### config.mk
export PLATFORM = sky130hd
export DESIGN_NAME = curtain_eval
export DESIGN_NICKNAME = d
export VERILOG_FILES = /design/src/shared/curtain_pkg.sv /design/src/rtl/blank_area_check.sv /design/src/rtl/curtain_eval.sv
export VERILOG_INCLUDE_DIRS = /design/src /design/src/shared
export SDC_FILE = /design/constraint.sdc
export NUM_CORES = 2
export LEC_CHECK = 0
export ABC_AREA = 1
export ABC_CLOCK_PERIOD_IN_PS = 8800
export BUFFER_PORTS_ARGS = -buffer_cell sky130_fd_sc_hd__buf_2
export CORE_UTILIZATION = 40
export CTS_CLUSTER_SIZE = 30
export DETAILED_ROUTE_END_ITERATION = 6
export MAX_ROUTING_LAYER = met4
export PLACE_DENSITY = 0.6
export SLEW_MARGIN = 0
export SYNTH_ARGS = -nofsm -noshare
export SYNTH_HDL_FRONTEND = slang
export SYNTH_HIERARCHICAL = 1
export SYNTH_SLANG_ARGS = --single-unit
### constraint.sdc
create_clock -name core_clk_in -period 8.8 [get_ports core_clk_in]
set_input_delay 0.88 -clock core_clk_in [delete_from_list [all_inputs] [get_ports core_clk_in]]
set_output_delay 0.88 -clock core_clk_in [all_outputs]
set_load 0.02 [all_outputs]
### src/shared/curtain_defs.svh
// constants for the receiver segment check and fixed blanking evaluator
// assumes a 50 MHz core clock; included by the package and the rtl
`ifndef CURTAIN_DEFS_SVH
`define CURTAIN_DEFS_SVH

`define BEAMS 256
`define SEGS 4
`define MASTER_MAX 10'h0b4
`define SLAVE_MAX 10'h080
`define TOTAL_MAX 10'h100
`define SEG_MAX 3'h4
`define CODE_NONE 8'h00
`define CODE_SIZE 8'h01
`define CODE_FLEX 8'h5f
`define CODE_REDUCED 8'h64
`define ADDR_CONFIG 4'h0
`define ADDR_COMMAND 4'h4
`define ADDR_STATUS 4'h8
`define ADDR_SEGMENTS 4'hc
`define CFG_W 6
`define CMD_PROGRAM 0
`define CMD_FINISH 1
`define CFG_RESET 6'h00
`define CLK_KHZ 50000
`define FLASH_HOLD_MS 3000
`define RELEASE_MS 2000
`define BLINK_MS 167

`endif

### src/shared/curtain_pkg.sv
// types shared by the segment check and fixed blanking evaluator
// assumes curtain_defs.svh is reachable on the include path
package curtain_pkg;
  `include "curtain_defs.svh"

  typedef enum logic [2:0] {
    ST_POWER = 3'b000,
    ST_STOP = 3'b001,
    ST_INTERLOCK = 3'b010,
    ST_RUN = 3'b011,
    ST_ALARM = 3'b100,
    ST_CONFIG = 3'b101,
    ST_HOLD = 3'b110
  } op_state_e;

  typedef enum logic [1:0] {
    MODE_AUTO = 2'b00,
    MODE_START = 2'b01,
    MODE_START_ILK = 2'b10,
    MODE_RESTART_ILK = 2'b11
  } start_mode_e;

  typedef struct packed {
    logic [2:0] seg_count;
    start_mode_e mode;
    logic blank_en;
  } cfg_s;

  typedef struct packed {
    logic red;
    logic green;
    logic yellow;
    logic amber;
  } leds_s;
endpackage

### src/rtl/blank_area_check.sv
// per-beam comparison of live beams against the stored blanking pattern
// assumes pattern bit 0 is the beam nearest the entry end; purely combinational
`timescale 1ns/1ps
`include "curtain_defs.svh"
module blank_area_check
  import curtain_pkg::*;
(
  input wire logic [`BEAMS-1:0] pattern_in,
  input wire logic [`BEAMS-1:0] live_in,
  input wire logic [2:0][9:0] bound_in,
  output logic match_out,
  output logic span_err_out
);
  logic [`BEAMS+3:0] pp;
  logic [`BEAMS+3:0] ll;
  logic [`BEAMS+3:0] dn;
  logic [`BEAMS-1:0] ok;
  logic [`BEAMS-1:0] span;

  assign pp = {2'b00, pattern_in, 2'b00};
  assign ll = {2'b00, live_in, 2'b00};
  assign dn[1:0] = 2'b00;
  assign dn[`BEAMS+3:`BEAMS+2] = 2'b00;

  genvar i;
  generate
    for (i = 0; i < `BEAMS; i = i + 1) begin : g_beam
      wire logic first;
      wire logic lo;
      wire logic hi;
      wire logic hi2;
      wire logic lo2;
      wire logic inner;
      wire logic single;
      wire logic edge_ok;
      wire logic grow_ok;
      assign first = (10'(i) == bound_in[0]) || (10'(i) == bound_in[1]) ||
        (10'(i) == bound_in[2]);
      // link to the lower neighbour only inside one segment
      assign dn[i+2] = (i != 0) && !first;
      assign lo = pp[i+1] & dn[i+2];
      assign hi = pp[i+3] & dn[i+3];
      assign lo2 = pp[i] & dn[i+2] & dn[i+1];
      assign hi2 = pp[i+4] & dn[i+3] & dn[i+4];
      assign inner = lo & hi;
      assign single = !lo && !hi;
      // an edge may clear only while its neighbour in the area holds
      assign edge_ok = lo ? ll[i+1] : ll[i+3];
      // growth by one beam, never into a one-beam gap nor filling both beams of a two-beam gap
      assign grow_ok = (lo ^ hi) && !(lo && hi2 && ll[i+3]) &&
        !(hi && lo2 && ll[i+1]);
      always_comb begin
        if (pp[i+2]) begin
          ok[i] = ll[i+2] || (!inner && !single && edge_ok);
        end else begin
          ok[i] = !ll[i+2] || grow_ok;
        end
      end
      assign span[i] = ll[i+2] & ll[i+1] & first & (i != 0);
    end
  endgenerate

  assign match_out = &ok;
  assign span_err_out = |span;
endmodule

### src/rtl/curtain_eval.sv
// receiver evaluation: segment size check, segment loss faults, fixed blanking
// assumes synchronous inputs, power-up is sys_rst_in; nv_init_in seeds the
// stored configuration and pattern, which survive sys_rst_in like flash memory
`timescale 1ns/1ps
`include "curtain_defs.svh"
// Contract
// - master above 180 beams or system above 256 beams is invalid
// - any slave segment above 128 beams is invalid
// - at most four chained segments including the first
// - segment count drop while powered gives fault code 95
// - after power cycle or unpowered removal report fault code 100
// - code 100 clears when configuration is read then reduced size written
// - start held at power-up flashes red, yellow, amber about three seconds
// - transmitter never faults on reduction but must match receiver counts
// - only one stored blanking pattern drives detection
// - recorded blocked beams stay blocked, recorded clear beams stay clear
// - areas separated by a clear beam, never across segment boundary
// - areas of two or more allow one beam change at edges
// - gaps of one or two beams may not be closed by tolerance
// - one-beam gap is never used by the area nearer entry end
// - one-beam area stays blocked, may grow to two, never vanish
// - fixed blanking works in every start mode
// - capture only in stop or config state with blanking enabled on program command
// - disabling fixed blanking erases the stored pattern
// - enabling blanking enters config state; program flashes; finish restarts
// - run state drives both safety outputs on and green lit
// - alarm holds outputs off, yellow flashes, persists until cause cleared
// - after programming restart, matching beams lead to interlock or run
module curtain_eval
  import curtain_pkg::*;
#(
  parameter int unsigned FLASH_CYCLES = `FLASH_HOLD_MS * `CLK_KHZ,
  parameter int unsigned RELEASE_CYCLES = `RELEASE_MS * `CLK_KHZ,
  parameter int unsigned BLINK_CYCLES = `BLINK_MS * `CLK_KHZ
) (
  input wire logic core_clk_in,
  input wire logic sys_rst_in,
  input wire logic nv_init_in,
  input wire logic [`BEAMS-1:0] beams_blocked_in,
  input wire logic [2:0] seg_count_in,
  input wire logic [3:0][7:0] seg_beams_in,
  input wire logic start_in,
  input wire logic [3:0] addr_in,
  input wire logic [31:0] wr_data_in,
  input wire logic wr_in,
  input wire logic rd_in,
  output logic [31:0] rd_data_out,
  output logic [1:0] safety_output_pair_out,
  output logic aux_out,
  output leds_s leds_out,
  output logic [`BEAMS-1:0] beam_indicator_lamps_out,
  output logic [7:0] fault_code_out
);
  op_state_e state;
  op_state_e next_state;
  cfg_s cfg;
  cfg_s next_cfg;
  cfg_s wr_cfg;
  logic [`BEAMS-1:0] pattern;
  logic [`BEAMS-1:0] next_pattern;
  logic pat_valid;
  logic next_pat_valid;
  logic seg_lost;
  logic next_seg_lost;
  logic [7:0] code;
  logic [7:0] next_code;
  logic [27:0] timer;
  logic [27:0] next_timer;
  logic hold_seen;
  logic next_hold_seen;
  logic cfg_loaded;
  logic next_cfg_loaded;
  logic prog_flash;
  logic next_prog_flash;
  logic start_prev;
  logic [23:0] blink_cnt;
  logic blink;
  logic [31:0] rd_mux;

  // size checks on the reported segment lengths
  wire logic [9:0] total_beams;
  wire logic [2:0][9:0] bounds;
  wire logic master_big;
  wire logic slave_big;
  wire logic total_big;
  wire logic count_bad;
  wire logic cfg_invalid;
  assign bounds[0] = {2'b00, seg_beams_in[0]};
  assign bounds[1] = bounds[0] + {2'b00, seg_beams_in[1]};
  assign bounds[2] = bounds[1] + {2'b00, seg_beams_in[2]};
  assign total_beams = bounds[2] + {2'b00, seg_beams_in[3]};
  assign master_big = {2'b00, seg_beams_in[0]} > `MASTER_MAX;
  assign total_big = total_beams > `TOTAL_MAX;
  assign slave_big = ({2'b00, seg_beams_in[1]} > `SLAVE_MAX) ||
    ({2'b00, seg_beams_in[2]} > `SLAVE_MAX) ||
    ({2'b00, seg_beams_in[3]} > `SLAVE_MAX);
  assign count_bad = (seg_count_in > `SEG_MAX) || (seg_count_in == 3'h0);
  assign cfg_invalid = master_big || slave_big || total_big || count_bad;

  // segment loss compares live count with the stored configuration
  wire logic seg_short;
  wire logic running;
  assign seg_short = seg_count_in < cfg.seg_count;
  // an alarm already raised keeps its code, so a reduced chain seen at power-up
  // stays reported as reduced instead of turning into the powered-loss code
  assign running = (state != ST_POWER) && (state != ST_HOLD) &&
    (state != ST_ALARM);

  wire logic pat_match;
  wire logic span_err;
  wire logic blank_on;
  wire logic zone_ok;
  blank_area_check u_check (
    .pattern_in(pattern),
    .live_in(beams_blocked_in),
    .bound_in(bounds),
    .match_out(pat_match),
    .span_err_out(span_err)
  );
  assign blank_on = cfg.blank_en && pat_valid;
  // one stored pattern, or an empty zone when blanking is off or no pattern is stored
  assign zone_ok = blank_on ? pat_match : ~|beams_blocked_in;

  // register port decode
  wire logic wr_config;
  wire logic wr_command;
  wire logic rd_config;
  wire logic do_program;
  wire logic do_finish;
  wire logic start_release;
  assign wr_config = wr_in && (addr_in == `ADDR_CONFIG);
  assign wr_command = wr_in && (addr_in == `ADDR_COMMAND);
  assign rd_config = rd_in && (addr_in == `ADDR_CONFIG);
  assign wr_cfg = cfg_s'(wr_data_in[`CFG_W-1:0]);
  assign do_program = wr_command && wr_data_in[`CMD_PROGRAM];
  assign do_finish = wr_command && wr_data_in[`CMD_FINISH];
  assign start_release = start_prev && !start_in;

  // read words; unused bits read as zero
  always_comb begin
    if (addr_in == `ADDR_CONFIG) begin
      rd_mux = {26'h0000000, cfg};
    end else if (addr_in == `ADDR_STATUS) begin
      rd_mux = {12'h000, prog_flash, seg_lost, pat_valid, zone_ok, code, 5'h00, state};
    end else if (addr_in == `ADDR_SEGMENTS) begin
      rd_mux = {15'h0000, cfg_invalid, 1'b0, seg_count_in, 2'h0, total_beams};
    end else begin
      rd_mux = 32'h00000000;
    end
  end

  always_comb begin
    next_state = state;
    next_cfg = cfg;
    next_pattern = pattern;
    next_pat_valid = pat_valid;
    next_seg_lost = seg_lost;
    next_code = code;
    next_timer = timer;
    next_hold_seen = hold_seen;
    next_cfg_loaded = cfg_loaded || rd_config;
    next_prog_flash = prog_flash;
    case (state)
      ST_POWER: begin
        next_prog_flash = 1'b0;
        if (start_in && !hold_seen) begin
          next_state = ST_HOLD;
          next_hold_seen = 1'b1;
          next_timer = 28'h0000000;
        end else if (cfg_invalid) begin
          next_state = ST_ALARM;
          next_code = `CODE_SIZE;
        end else if (seg_lost || seg_short) begin
          next_state = ST_ALARM;
          next_code = `CODE_REDUCED;
          next_seg_lost = 1'b1;
        end else if (!zone_ok) begin
          next_state = ST_STOP;
        end else if (cfg.mode == MODE_AUTO) begin
          next_state = ST_RUN;
        end else begin
          next_state = ST_INTERLOCK;
        end
      end
      ST_HOLD: begin
        next_timer = timer + 28'h0000001;
        if (!start_in && (timer < RELEASE_CYCLES[27:0])) begin
          // early release accepts the reduced chain as the new size
          if (seg_lost || seg_short) begin
            next_seg_lost = 1'b0;
            next_cfg.seg_count = seg_count_in;
            next_code = `CODE_NONE;
          end
          next_state = ST_POWER;
        end else if (timer >= FLASH_CYCLES[27:0] - 28'h0000001) begin
          next_state = ST_POWER;
        end
      end
      ST_RUN: begin
        if (!zone_ok) begin
          next_state = ST_STOP;
        end
      end
      ST_STOP: begin
        if (do_program && cfg.blank_en && !span_err) begin
          next_pattern = beams_blocked_in;
          next_pat_valid = 1'b1;
        end else if (zone_ok && cfg.mode == MODE_RESTART_ILK) begin
          next_state = ST_INTERLOCK;
        end else if (zone_ok) begin
          next_state = ST_RUN;
        end
      end
      ST_INTERLOCK: begin
        if (!zone_ok) begin
          next_state = ST_STOP;
        end else if (start_release) begin
          next_state = ST_RUN;
        end
      end
      ST_CONFIG: begin
        if (do_program && cfg.blank_en && !span_err) begin
          next_pattern = beams_blocked_in;
          next_pat_valid = 1'b1;
          next_prog_flash = 1'b1;
        end else if (do_finish) begin
          next_state = ST_POWER;
        end
      end
      default: begin
        next_state = ST_ALARM;
      end
    endcase
    // saving a configuration
    if (wr_config) begin
      next_cfg = wr_cfg;
      if (!wr_cfg.blank_en) begin
        next_pattern = '0;
        next_pat_valid = 1'b0;
      end else if (!cfg.blank_en && state != ST_ALARM) begin
        next_state = ST_CONFIG;
      end
      if (state == ST_ALARM && code == `CODE_REDUCED && cfg_loaded &&
          wr_cfg.seg_count == seg_count_in) begin
        next_seg_lost = 1'b0;
        next_code = `CODE_NONE;
        next_state = ST_POWER;
      end
      next_cfg_loaded = 1'b0;
    end
    // a lost segment while powered overrides everything else
    if (running && seg_short) begin
      next_state = ST_ALARM;
      next_code = `CODE_FLEX;
      next_seg_lost = 1'b1;
      next_cfg = cfg;
    end
  end

  // volatile control state, cleared on power-up
  always_ff @(posedge core_clk_in) begin
    if (sys_rst_in) begin
      state <= ST_POWER;
      code <= `CODE_NONE;
      timer <= 28'h0000000;
      hold_seen <= 1'b0;
      cfg_loaded <= 1'b0;
      prog_flash <= 1'b0;
      start_prev <= 1'b0;
    end else begin
      state <= next_state;
      code <= next_code;
      timer <= next_timer;
      hold_seen <= next_hold_seen;
      cfg_loaded <= next_cfg_loaded;
      prog_flash <= next_prog_flash;
      start_prev <= start_in;
    end
  end

  // stored configuration, pattern and loss flag persist over power cycles
  always_ff @(posedge core_clk_in) begin
    if (nv_init_in) begin
      cfg <= cfg_s'(`CFG_RESET);
      pattern <= '0;
      pat_valid <= 1'b0;
      seg_lost <= 1'b0;
    end else if (!sys_rst_in) begin
      cfg <= next_cfg;
      pattern <= next_pattern;
      pat_valid <= next_pat_valid;
      seg_lost <= next_seg_lost;
    end
  end

  // flash rate divider
  // blink toggles every BLINK_CYCLES cycles and restarts with each reset
  always_ff @(posedge core_clk_in) begin
    if (sys_rst_in) begin
      blink_cnt <= 24'h000000;
      blink <= 1'b0;
    end else if (blink_cnt >= BLINK_CYCLES[23:0] - 24'h000001) begin
      blink_cnt <= 24'h000000;
      blink <= !blink;
    end else begin
      blink_cnt <= blink_cnt + 24'h000001;
    end
  end

  // registered outputs; they follow next_state so a fault drops the safety pair
  // on the same edge at which it is detected
  always_ff @(posedge core_clk_in) begin
    if (sys_rst_in) begin
      rd_data_out <= 32'h00000000;
      safety_output_pair_out <= 2'b00;
      aux_out <= 1'b0;
      leds_out <= '0;
      beam_indicator_lamps_out <= '0;
      fault_code_out <= `CODE_NONE;
    end else begin
      rd_data_out <= rd_in ? rd_mux : 32'h00000000;
      safety_output_pair_out <= (next_state == ST_RUN) ? 2'b11 : 2'b00;
      aux_out <= (next_state == ST_RUN);
      leds_out.green <= (next_state == ST_RUN);
      leds_out.red <= (next_state == ST_HOLD || prog_flash) ? blink :
        (next_state != ST_RUN);
      leds_out.yellow <= (next_state == ST_ALARM || next_state == ST_HOLD) ? blink :
        (next_state == ST_INTERLOCK);
      leds_out.amber <= (next_state == ST_HOLD || prog_flash) ? blink :
        cfg.blank_en;
      if (next_state == ST_ALARM) begin
        beam_indicator_lamps_out <= {{(`BEAMS-8){1'b0}}, next_code};
      end else if (prog_flash && !blink) begin
        beam_indicator_lamps_out <= '0;
      end else begin
        beam_indicator_lamps_out <= beams_blocked_in;
      end
      fault_code_out <= next_code;
    end
  end
endmodule

==> results.cfg <==
[outcome]
status = finished, violations left
violations = design-rule violations

[sta]
slew_violations = 0
min_period_ns = 8.09
max_clock_freq_mhz = 124
setup_viol_count_final = 0
fin_tns_setup_ns = 0
max_slew_margin_pct = 6.84
fin_skew_ns = 0.0365
timing.hold.ws_ns = 0.444
tightest_slew_ns = 1.40
finalCritPeriodShare_pct = 92.0
finalHoldViolCount = 0
rsz0062_at_grt = no
setup_slack_ns = 0.706

[placed_design]
dp_hpwl_um = 301000
io_buffers = 597
pre_cts_ws_ns = 0.197
place_congestion = 1.17
place_area_um2 = 74600
dp_cells = 14300

[global_route]
grt_max_degree = 160
overflow = 0
grt_pass1_vias = 74900
grt.total_usage_pct = 49.1
antenna_found_initial = 50
grt_pass1_wl_um = 523000

[yosys]
synth_top_cell_by_area = dfxtp_1
yosys-top-cells-count = nand2_1, nand3_1, nor2_1
syn_avg_cell_area_um2 = 5.47
synth-seq-area-share_pct = 20.5
yosys_warnings = 6
syn-cell-area_um2 = 59700
synth_top_family_by_area = simple AND/OR/NAND/NOR gates
synth_fa_ha_area_share_pct = 0.687
synth-simple-area-share_pct = 57.2
yosysTopAreaCellShare_pct = 20.5
synth_compound_area_share_pct = 9.08
synth_cell_types = 54
synth.mux.area_fraction_pct = 0
synthArstFlopShare_pct = 0
synth-xor-area-share_pct = 1.07
synth_area_leaders = dfxtp_1, nand2_1, nand3_1, nor2_1, inv_1
synth_edf_count = 0
syn_inst = 10900
yosys_register_bits = 612
synth.most_common_cell = nand2_1
ys.flop_type = dfxtp_1

[clock_tree]
h-tree-depth = 3
insertion_delay_ns = 0.72
cts_buffers = 68
clockBufferDepth = 3
postCtsSetupRepairBufs = 0
cts_tree = done
root_buffer = clkbuf_16
clk_pin_slew_ns = 0.06
cts_hold_buf = 0
clock_sinks = 612
post_cts_resized = 0

[route]
num_vias = 84900
first_pass_iters = 7
drt_iter0_drc = 12500
wl_met2_um = 153000
viasPerCell = 5.88
drtAntennaViolNets = 0
top_layer_used = met4
wl_met3_um = 49000
avgRoutedWirePerCell_um = 26.2
drcViolationCount = 5
wirelength_um = 378000
m1WireLength_um = 143000

[critical_path]
cpPeakStageDelay_ns = 0.51
cpMaxStageDelayCell = xnor2_1
worst_setup_path_start_kind = primary input
reg2reg_from = pattern[31]$_SDFFE_PP0N_
end_kind = flop
path_class = primary input to flop
cp_max_fo = 19
cp_common_cell = nand2_1
crit_start = seg_beams_in[0]
ff2ff_path_depth = 29
worst_ep_arrival_time_ns = 8.71
required_ns = 9.42

[run]
cap_violations = 0

[finish]
drive_above_1_share_pct = 18.0
final_cells = 14400
post-route-util_pct = 52.0
finalInstanceArea_um2 = 77000
syn_to_final_growth_pct = 28.9
fin_nets = 12800

[power]
p_int_mw = 5.70
clkPwrFrac_pct = 30.9
comb_power_share_pct = 38.6
switching_power_mw = 4.01
sw_frac_of_total_pct = 41.3
power_density_nw_per_um2 = 126
peakVddDrop_v = 0.000162
design_power_total_mw = 9.71
p_leak_nw = 35.3
seqPwrFrac_pct = 30.5

[die]
start_util_pct = 40.4
rows = 141
die_y_um = 388
die_x_um = 388
dieArea_um2 = 151000
ioPinCount = 636
core_um2 = 148000

[hold_path]
hold_depth = 1
hold_class = flop to flop
min_from = blink_cnt[0]$_SDFF_PP0_
## layout make-up
class | count | area [µm²]
fill | 15400 | 71000
multi-input combinational | 8664 | 41000
antenna | 47 | 118
inverter | 1276 | 4790
clock buffer | 93 | 1950
tap | 1930 | 2410
sequential | 612 | 12300
timing repair buffer | 1798 | 14100
clock inverter | 29 | 348
## power groups by stage
| stage | Clock [mW] | Combinational, mW | Sequential [mW] |
|---|---|---|---|
| after floorplan | 0 | 1.39 | 3.19 |
| after global placement | 0 | 3.54 | 3.01 |
| after detailed placement | 0 | 3.55 | 3.02 |
| after global routing | 3.14 | 3.78 | 2.97 |
| after CTS | 3.03 | 3.57 | 2.96 |
| final | 3.00 | 3.75 | 2.96 |
## cells in the final DEF, fill, tap and decap left out, types with 49 or more instances in the layout
cell type  instances
buf_12           170
buf_4           1031
o211ai_1         268
nand2_1         3051
inv_1           1249
nand3_1         1921
nor2_4           234
clkbuf_16         68
dfxtp_1          612
nor2_2            60
nor2_1          1803
buf_2            595
nand4_1          464
nor3_1            51
o21ai_0          153
xnor2_1           49
a21oi_1          387
## metal layers
layer,global-route usage (%),vias to the layer above
li1,-,38700
met1,58.6,39300
met2,68.9,5606
met3,15.3,1296
met4,36.5,0
met5,-,-
## sequential cells by signal (all words and copies together), names as in the netlist
signal / cells
beam_indicator_lamps_out: 256
pattern: 256
timer: 28
blink_cnt: 24
rd_data_out: 20
fault_code_out: 8
cfg: 6
leds_out: 3
state: 3
blink: 1
cfg_loaded: 1
hold_seen: 1
pat_valid: 1
prog_flash: 1
safety_output_pair_out: 1
seg_lost: 1
start_prev: 1
## kinds of logic after synthesis
| kind of cell | after synthesis |
|---|---|
| simple gates | 7639 |
| buf+inv | 1671 |
| compound gates | 903 |
| flops | 612 |
| xor+xnor | 73 |
| fa+ha+maj | 31 |
| other cells | 1 |
## worst max-delay path: cells and delay by family
kind | cells | cell delay [ns]
buf+inv | 10 | 1.71
compound gates | 4 | 0.57
fa+ha+maj | 3 | 0.80
simple gates | 30 | 4.09
xor+xnor | 1 | 0.51
## final timing paths
kind | endpoint | slack, ns
hold reg to reg | blink_cnt[0]$_SDFF_PP0_ | 0.44
hold / removal | blink_cnt[0]$_SDFF_PP0_ | 0.44
setup / recovery | beam_indicator_lamps_out[166]$_SDFF_PP0_ | 0.71
setup reg to reg | beam_indicator_lamps_out[166]$_SDFF_PP0_ | 4.44
No activity file was read; power rests on OpenSTA's default activity.
